$ cat src/vmr_pkg.sv
// Constants, register map and carrier types of the voltage monitor readout.
// Assumes a decoded register port from the serial bus framing logic and a
// converter that answers one start request with one nine-bit result.
package vmr_pkg;

  // Register port addresses, six bits wide.
  localparam int unsigned VMR_ADDR_W = 6;
  localparam logic [5:0] VMR_CAPS_ADDR   = 6'h10;
  localparam logic [5:0] VMR_RESULT_ADDR = 6'h11;

  // Register and field layout.
  localparam int unsigned VMR_DATA_W = 16;
  localparam int unsigned VMR_CODE_W = 9;
  localparam int unsigned VMR_IDX_W  = 3;
  localparam int unsigned VMR_CODE_LSB = 7;
  localparam int unsigned VMR_IDX_LSB  = 2;

  // Capabilities fields.
  localparam logic [2:0] VMR_CAPS_RES_9BIT = 3'h1;
  localparam logic       VMR_CAPS_SIZE_16  = 1'h0;
  localparam logic [4:0] VMR_CAPS_NSENS    = 5'h05;
  localparam logic [6:0] VMR_CAPS_RSVD     = 7'h00;
  localparam logic [15:0] VMR_CAPS_VALUE   = 16'h0051;

  // Sensor index assignment.
  localparam logic [2:0] VMR_IDX_2V5 = 3'h0;
  localparam logic [2:0] VMR_IDX_1V2 = 3'h1;
  localparam logic [2:0] VMR_IDX_SBY = 3'h2;
  localparam logic [2:0] VMR_IDX_5V0 = 3'h3;
  localparam logic [2:0] VMR_IDX_12V = 3'h4;

  // Code range figures.
  localparam logic [8:0] VMR_CODE_NOMINAL = 9'h180;
  localparam logic [8:0] VMR_CODE_MIN     = 9'h000;
  localparam logic [8:0] VMR_CODE_MAX     = 9'h1ff;
  localparam logic [8:0] VMR_CODE_SBY_MIN = 9'h15d;

  // One held conversion result: the converter code plus the scanned sensor index.
  typedef struct packed {
    logic [8:0] code;
    logic [2:0] index;
  } vmr_result_s;

  // One register request from the bus framing logic.
  typedef struct packed {
    logic       rd;
    logic       wr;
    logic [5:0] addr;
    logic [15:0] wdata;
  } vmr_req_s;

  typedef enum logic [2:0] {
    VMR_ST_IDLE  = 3'b001,
    VMR_ST_START = 3'b010,
    VMR_ST_WAIT  = 3'b100
  } vmr_state_e;

endpackage

$ cat src/vmr_top.sv
// Voltage-only measurement readout: capabilities word, result word,
// scan sequencer and new-result / overrun flagging with attention gating.
// Assumes the serial framing logic delivers decoded one-cycle read and write
// strobes on clk_i, and that the converter runs on the same clock.
`timescale 1ns/1ps
`default_nettype none
// What this block does
// - Pulse a function event whenever a fresh result lands in the readout.
// - Set the new-result flag on store; reading the readout clears it.
// - Request attention for a new result only when attention enable is set.
// - Work correctly once sensors are enabled, with no setup first.
// - Capabilities register is read-only and always returns 0051h.
// - Capabilities bits 2:0 read 001, nine significant result bits.
// - Result bits sit left-aligned, unused lower field bits are zero.
// - Capabilities bit 3 reads 0, readout word is 16 bits.
// - Capabilities bits 8:4 report five voltage sensors.
// - Reserved bits of both registers always read zero.
// - Readout bits 4:2 give the sensor index of the held result.
// - Readout bits 15:7 hold the nine-bit result, MSB at bit 15.
// - Indices 0..4 are 2.5 V, 1.2 V, 3.3 V standby, 5 V, 12 V.
// - Nominal input on each sensor reads code 180h.
// - Codes span 00h to 1FFh; standby sensor never reads below 15Dh.
// - Unread result overwritten sets overrun; readout read clears both flags.
// - Convert only enabled sensors, ascending order, wrapping continuously.
module vmr_top
  import vmr_pkg::*;
#(
  parameter int unsigned N_SENSORS = 5
) (
  // Clock and reset
  input  wire logic                  clk_i,
  input  wire logic                  sys_rst_i,
  // Register port from the serial framing logic
  input  wire logic                  reg_rd_i,
  input  wire logic                  reg_wr_i,
  input  wire logic [VMR_ADDR_W-1:0] reg_addr_i,
  input  wire logic [VMR_DATA_W-1:0] reg_wdata_i,
  output logic [VMR_DATA_W-1:0]      reg_rdata_o,
  output logic                       reg_rvalid_o,
  output logic                       reg_hit_o,
  // Control bits held by the control register outside this block
  input  wire logic [N_SENSORS-1:0]  sensor_enable_i,
  input  wire logic                  attention_enable_i,
  // Converter handshake
  output logic                       conv_start_o,
  output logic [VMR_IDX_W-1:0]       conv_index_o,
  input  wire logic                  conv_done_i,
  input  wire logic [VMR_CODE_W-1:0] conv_code_i,
  // Events and status toward the device status register and bus
  output logic                       function_event_o,
  output logic                       attention_req_o,
  output logic                       new_result_flag_o,
  output logic                       overrun_error_flag_o
);

  initial begin
    if (N_SENSORS != int'(VMR_CAPS_NSENS)) begin
      $error("N_SENSORS must match the reported sensor count");
    end
    // The code field must end at the top bit so the result stays left-aligned.
    if (VMR_CODE_LSB + VMR_CODE_W != VMR_DATA_W) begin
      $error("Result code must end at the top bit of the readout word");
    end
    if (VMR_IDX_LSB + VMR_IDX_W > VMR_CODE_LSB) begin
      $error("Sensor index field overlaps the result code");
    end
    if (N_SENSORS > (1 << VMR_IDX_W)) begin
      $error("Sensor index field too narrow for the sensor count");
    end
    // The word is assembled from fields, so a field edit must keep the fixed value.
    if ({VMR_CAPS_RSVD, VMR_CAPS_NSENS, VMR_CAPS_SIZE_16, VMR_CAPS_RES_9BIT} !=
        VMR_CAPS_VALUE) begin
      $error("Capabilities fields disagree with the fixed word");
    end
  end

  // Scan sequencer state.
  vmr_state_e           state_q, state_d;
  logic [VMR_IDX_W-1:0] scan_idx_q, scan_idx_d;
  logic [VMR_IDX_W-1:0] next_idx;
  logic                 any_enabled;
  logic                 first_q, first_d;

  // Result and flag state.
  vmr_result_s          held_q, held_d;
  logic                 new_flag_q, new_flag_d;
  logic                 ovr_flag_q, ovr_flag_d;
  logic                 event_q, event_d;
  logic                 attn_q, attn_d;

  // Read path state.
  logic [VMR_DATA_W-1:0] rdata_q, rdata_d;
  logic                  rvalid_q, rvalid_d;
  logic                  hit_q, hit_d;

  logic                  store;
  logic                  result_read;
  logic [VMR_CODE_W-1:0] code_fixed;
  logic [VMR_DATA_W-1:0] caps_word;
  logic [VMR_DATA_W-1:0] result_word;

  vmr_next_sensor #(
    .N_SENSORS (N_SENSORS)
  ) u_next (
    .cur_i    (scan_idx_q),
    .enable_i (sensor_enable_i),
    .next_o   (next_idx),
    .any_o    (any_enabled)
  );

  // The sequencer starts from reset with no preparation; the first pass
  // begins at the lowest enabled index rather than after index 0.
  always_comb begin
    state_d    = state_q;
    scan_idx_d = scan_idx_q;
    first_d    = first_q;
    case (state_q)
      VMR_ST_IDLE: begin
        if (any_enabled) begin
          if (first_q && sensor_enable_i[0]) begin
            scan_idx_d = VMR_IDX_2V5;
          end else begin
            scan_idx_d = next_idx;
          end
          first_d = 1'b0;
          state_d = VMR_ST_START;
        end
      end
      VMR_ST_START: begin
        state_d = VMR_ST_WAIT;
      end
      VMR_ST_WAIT: begin
        if (conv_done_i) begin
          state_d = VMR_ST_IDLE;
        end
      end
      default: begin
        state_d = VMR_ST_IDLE;
      end
    endcase
  end

  always_ff @(posedge clk_i) begin
    if (sys_rst_i) begin
      state_q    <= VMR_ST_IDLE;
      scan_idx_q <= VMR_IDX_2V5;
      first_q    <= 1'b1;
    end else begin
      state_q    <= state_d;
      scan_idx_q <= scan_idx_d;
      first_q    <= first_d;
    end
  end

  assign conv_start_o = (state_q == VMR_ST_START);
  assign conv_index_o = scan_idx_q;

  // The standby input powers the device, so a reading below its floor
  // can only be converter noise; it is lifted to the floor.
  always_comb begin
    code_fixed = conv_code_i;
    if (scan_idx_q == VMR_IDX_SBY && conv_code_i < VMR_CODE_SBY_MIN) begin
      code_fixed = VMR_CODE_SBY_MIN;
    end
  end

  assign store       = (state_q == VMR_ST_WAIT) && conv_done_i;
  assign result_read = reg_rd_i && (reg_addr_i == VMR_RESULT_ADDR);

  // A store in the same cycle as a read wins: the read returns the old
  // word and the new word's flag stays set.
  always_comb begin
    held_d     = held_q;
    new_flag_d = new_flag_q;
    ovr_flag_d = ovr_flag_q;
    event_d    = 1'b0;
    attn_d     = 1'b0;
    if (result_read) begin
      new_flag_d = 1'b0;
      ovr_flag_d = 1'b0;
    end
    if (store) begin
      held_d.code  = code_fixed;
      held_d.index = scan_idx_q;
      new_flag_d   = 1'b1;
      event_d      = 1'b1;
      attn_d       = attention_enable_i;
      if (new_flag_q && !result_read) begin
        ovr_flag_d = 1'b1;
      end
    end
  end

  always_ff @(posedge clk_i) begin
    if (sys_rst_i) begin
      held_q     <= '0;
      new_flag_q <= 1'b0;
      ovr_flag_q <= 1'b0;
      event_q    <= 1'b0;
      attn_q     <= 1'b0;
    end else begin
      held_q     <= held_d;
      new_flag_q <= new_flag_d;
      ovr_flag_q <= ovr_flag_d;
      event_q    <= event_d;
      attn_q     <= attn_d;
    end
  end

  assign function_event_o     = event_q;
  assign attention_req_o      = attn_q;
  assign new_result_flag_o    = new_flag_q;
  assign overrun_error_flag_o = ovr_flag_q;

  // Fixed capabilities word built from its fields.
  assign caps_word = {VMR_CAPS_RSVD,
                      VMR_CAPS_NSENS,
                      VMR_CAPS_SIZE_16,
                      VMR_CAPS_RES_9BIT};

  // Result word: code left-aligned at the top, index in 4:2, rest zero.
  always_comb begin
    result_word = '0;
    result_word[VMR_CODE_LSB +: VMR_CODE_W] = held_q.code;
    result_word[VMR_IDX_LSB +: VMR_IDX_W]   = held_q.index;
  end

  // Reads answer one cycle later from flops; writes are accepted and
  // dropped since both registers are read-only.
  always_comb begin
    rdata_d  = rdata_q;
    rvalid_d = 1'b0;
    hit_d    = 1'b0;
    if (reg_rd_i) begin
      rvalid_d = 1'b1;
      case (reg_addr_i)
        VMR_CAPS_ADDR: begin
          rdata_d = caps_word;
          hit_d   = 1'b1;
        end
        VMR_RESULT_ADDR: begin
          rdata_d = result_word;
          hit_d   = 1'b1;
        end
        default: begin
          rdata_d = '0;
        end
      endcase
    end else if (reg_wr_i) begin
      hit_d = (reg_addr_i == VMR_CAPS_ADDR) ||
              (reg_addr_i == VMR_RESULT_ADDR);
    end
  end

  always_ff @(posedge clk_i) begin
    if (sys_rst_i) begin
      rdata_q  <= '0;
      rvalid_q <= 1'b0;
      hit_q    <= 1'b0;
    end else begin
      rdata_q  <= rdata_d;
      rvalid_q <= rvalid_d;
      hit_q    <= hit_d;
    end
  end

  assign reg_rdata_o  = rdata_q;
  assign reg_rvalid_o = rvalid_q;
  assign reg_hit_o    = hit_q;

  // Write data has no destination here.
  logic unused_wdata;
  assign unused_wdata = ^reg_wdata_i;

endmodule
`default_nettype wire

$ cat src/vmr_next_sensor.sv
// Picks the next enabled sensor above the current one, wrapping round.
// Assumes the enable vector is stable while it is being read.
`timescale 1ns/1ps
`default_nettype none
module vmr_next_sensor #(
  parameter int unsigned N_SENSORS = 5
) (
  // Scan position
  input  wire logic [2:0]           cur_i,
  input  wire logic [N_SENSORS-1:0] enable_i,
  // Choice
  output logic [2:0]                next_o,
  output logic                      any_o
);

  initial begin
    if (N_SENSORS < 1 || N_SENSORS > 8) begin
      $error("N_SENSORS must be 1 to 8");
    end
  end

  always_comb begin
    logic       found;
    int unsigned k;
    int unsigned cand;
    found  = 1'b0;
    next_o = cur_i;
    cand   = 0;
    k      = 0;
    // Walk from cur+1 upward, ending on cur itself, so a lone sensor repeats.
    for (k = 1; k <= N_SENSORS; k++) begin
      cand = (int'(cur_i) + k) % N_SENSORS;
      if (!found && enable_i[cand]) begin
        found  = 1'b1;
        next_o = cand[2:0];
      end
    end
    any_o = |enable_i;
  end

endmodule
`default_nettype wire

$ cat config.mk
export PLATFORM = sky130hd
export DESIGN_NAME = vmr_top
export DESIGN_NICKNAME = d
export VERILOG_FILES = /design/src/vmr_pkg.sv /design/src/vmr_top.sv /design/src/vmr_next_sensor.sv
export SDC_FILE = /design/constraint.sdc
export NUM_CORES = 1
export LEC_CHECK = 0
export BUFFER_PORTS_ARGS = -buffer_cell sky130_fd_sc_hd__buf_4
export CORE_UTILIZATION = 45
export DETAILED_ROUTE_END_ITERATION = 8
export MAX_ROUTING_LAYER = met4
export PLACE_DENSITY_LB_ADDON = 0.05
export SYNTH_ARGS = -nofsm -noshare
export SYNTH_HDL_FRONTEND = slang
export SYNTH_HIERARCHICAL = 1
export SYNTH_SLANG_ARGS = --single-unit
$ cat constraint.sdc
create_clock -name clk_i -period 7.5 [get_ports clk_i]
set_input_delay 0 -clock clk_i [delete_from_list [all_inputs] [get_ports clk_i]]
set_output_delay 0 -clock clk_i [all_outputs]
set_load 0.01 [all_outputs]
==> summary.txt <==
Worst path most repeated cell = a21oi_1
Share of post-route cells with drive strength above 1 = 19.32%
Fmax = 0.1738 GHz
Clock skew = 2.901 ps
Initial Util = 47.26%
Clock buffer depth = 2
Setup TNS = 0 ps
Synth top area cells = dfxtp_1 23%, ha_1 9.2%, nand2_1 4.7%
Largest net degree at the start of global routing = 33
Worst Hold Depth = 3
Outcome = finished clean
Critical path's largest stage delay = 750 ps
Finish-stage setup viols = 0
Synth cell types = 84
Area growth, synth to finish = 15.68%
Synthesis-stage register bit count = 38
Crit path cell chain = inv_1 > ha_1 > a21oi_1 > inv_1 > o211a_1 > a21oi_1 > ha_1 > inv_1 > nand4_1 > a21oi_1 > a221oi_1 > mux2_2 > a221oi_1 > or4b_4 > a21boi_1 > a22oi_2 > nand3_1 > a21oi_1
Die area = 7599 µm²
Die W = 87.17 µm
Synthesized area = 3264 µm²
Multi-input logic area = 2295 µm²
Max-slew violations = 0
VDD IR-drop max = 220.6 µV
First-pass GRT wire length = 13300 µm
Final worst setup slack = 1747 ps
Hold Path Class = input port to register
Top-area cell type share of the netlist area = 23.30%
IO Pins = 68
Total number of vias = 3105
Drt drc = 0
Synth Flop Type = dfxtp_1
Yosys top cell by area = dfxtp_1
Pleak = 0.001519 µW
Critical path data required time = 7720 ps
Setup Slack @ Placement = 1855 ps
NumNets Final = 505
Relative slew margins = 42.17%
Count of input and output buffers = 49
Pwr Density = 352.9 nW/µm²
WS Path Type = register to register
Ys async rst share = 0%
Overall power = 1333 µW
Fill cells = 660
R2R depth = 18
Row count = 30
Pre-Repair DR Iteration Count = 4
Height of the die = 87.17 µm
Most frequent cell after synthesis = nand2_1
Fin. Hold Viols = 0
Crit path max-delay cell type = dfxtp_1
WP data arrival = 5970 ps
# resized after CTS = 0
Iter 0 DRT Violations = 151
Number of synthesized flops with an enable pin = 0
Initial antenna violation count = 0
Detailed placement HPWL = 5717 µm
Clock transition at path regs = 70 ps
FF+latch area = 760.7 µm²
Root buffer cell = clkbuf_8
Avg Inst Size Synth = 8.100 µm²
Number of global-route vias before repair = 2724
N_diodes = 0
Worst Tran Pin Value = 867.5 ps
Final critical-path share of the clock period = 76.70%
Clk sinks = 38
Clock latency on the worst-skew pair = 280 ps
Final Critical Period = 5753 ps
Startpoint Class = register
CTS tree = yes
TritonCTS Buffers = 5
Seq/Total Area, Yosys = 23.30%
Avg WL per Cell = 14.83 µm
Routability cong. = 0.9221
Aggregate global-route resource usage = 22.48%
Max Cap Viol = 0
Cell count after synthesis = 403
Via/cell ratio = 5.793
Critical path peak fanout = 15
H-tree levels = 2
CORE AREA = 6907 µm²
RSZ-0062 raised after global routing = false
CP endpoint kind = register
Congestion Overflow GR = 0
Yosys warns = 6
Synth cell count leaders = 41 x nand2_1, 38 x dfxtp_1, 28 x a21oi_1, 24 x ha_1, 24 x nor2_1
Post-Route WL = 7947 µm
Detail Route Antenna Nets = 0
## final cells by class
| cell class | instances | area share [%] |
|---|---|---|
| clock buffer | 8 | 2.916 |
| inverter | 20 | 1.988 |
| multi-input combinational | 320 | 60.77 |
| sequential | 38 | 20.15 |
| tap | 96 | 3.181 |
| timing repair buffer | 54 | 11.00 |
## metal layers
metal	part of all wire [%]	up-vias	track usage, %
li1	-	1563	-
met1	50	1462	32.27
met2	45	76	33.79
met3	4.8	4	4.171
met4	0.40	0	2.534
met5	0	-	-
## what timing repair did
action | CTS | global route
endpoints found under the hold margin | 4 | 0
hold buffers | 4 | 0
setup buffers | 0 | 0
## power breakdown
group	internal (µW)	switching (µW)
combinational	392	545
clock	92.8	68.9
sequential	211	22.3
## registers in the layout, indices dropped and copies added, names as in the netlist
| register | cells |
|---|---|
| reg_rdata_o | 13 |
| held_q | 12 |
| conv_index_o | 3 |
| state_q | 3 |
| attention_req_o | 1 |
| first_q | 1 |
| function_event_o | 1 |
| new_result_flag_o | 1 |
| overrun_error_flag_o | 1 |
| reg_hit_o | 1 |
| reg_rvalid_o | 1 |
## through the flow
stage,hold slack (ps),area [µm²],cells,utilization (%)
global route,7.532,3776,536,54.67
floorplan,121.7,3268,404,-
detailed placement,208.6,3626,524,52.50
global placement,205.7,3626,524,52.50
finish,16.94,3776,536,54.67
CTS,4.283,3776,536,54.67
## critical path: cells and delay by family, from the launching register on
| family | cells | cell delay [ps] |
|---|---|---|
| AOI/OAI and AO/OA | 9 | 2600 |
| DFF | 1 | 750 |
| and+or+nand+nor | 3 | 720 |
| adders and majority gates | 2 | 620 |
| buffers and inverters | 3 | 580 |
| muxes | 1 | 400 |
## final timing paths
path,start,end,slack [ps]
setup / recovery,conv_index_o[1],conv_index_o[2],1750
hold / removal,reg_addr_i[0],reg_rdata_o[6],20
setup reg to reg,conv_index_o[1],conv_index_o[2],1750
hold reg to reg,held_q[0],held_q[0],460
## placed cells by master, fill, tap and decap left out, drive strengths merged, types with 3 or more instances in the layout
cell	n
buf	50
nand2	41
dfxtp	38
a21oi	28
nor2	24
ha	24
inv	19
nor3	16
o21ai	15
a22o	11
nand3	10
xnor2	10
nand2b	9
o22ai	8
a21o	8
clkbuf	8
mux2i	7
and2	6
nand3b	5
a221oi	5
mux2	5
nor3b	5
o21a	4
dlygate4sd3	4
a31oi	4
nand4	4
a22oi	4
a211oi	4
o211ai	3
o31a	3
o31ai	3
nor2b	3
nor4b	3
a21boi	3
nor4	3
## cells by family after synthesis
kind of cell               synth area share [%]
AOI/OAI and AO/OA                         27.83
other                                    0.1149
and+or+nand+nor                           24.34
xor gates and xnor gates                  3.450
muxes                                     5.251
DFF                                       23.30
buffers and inverters                     6.515
adders and majority gates                 9.199
(Power assumes the default switching activity.)
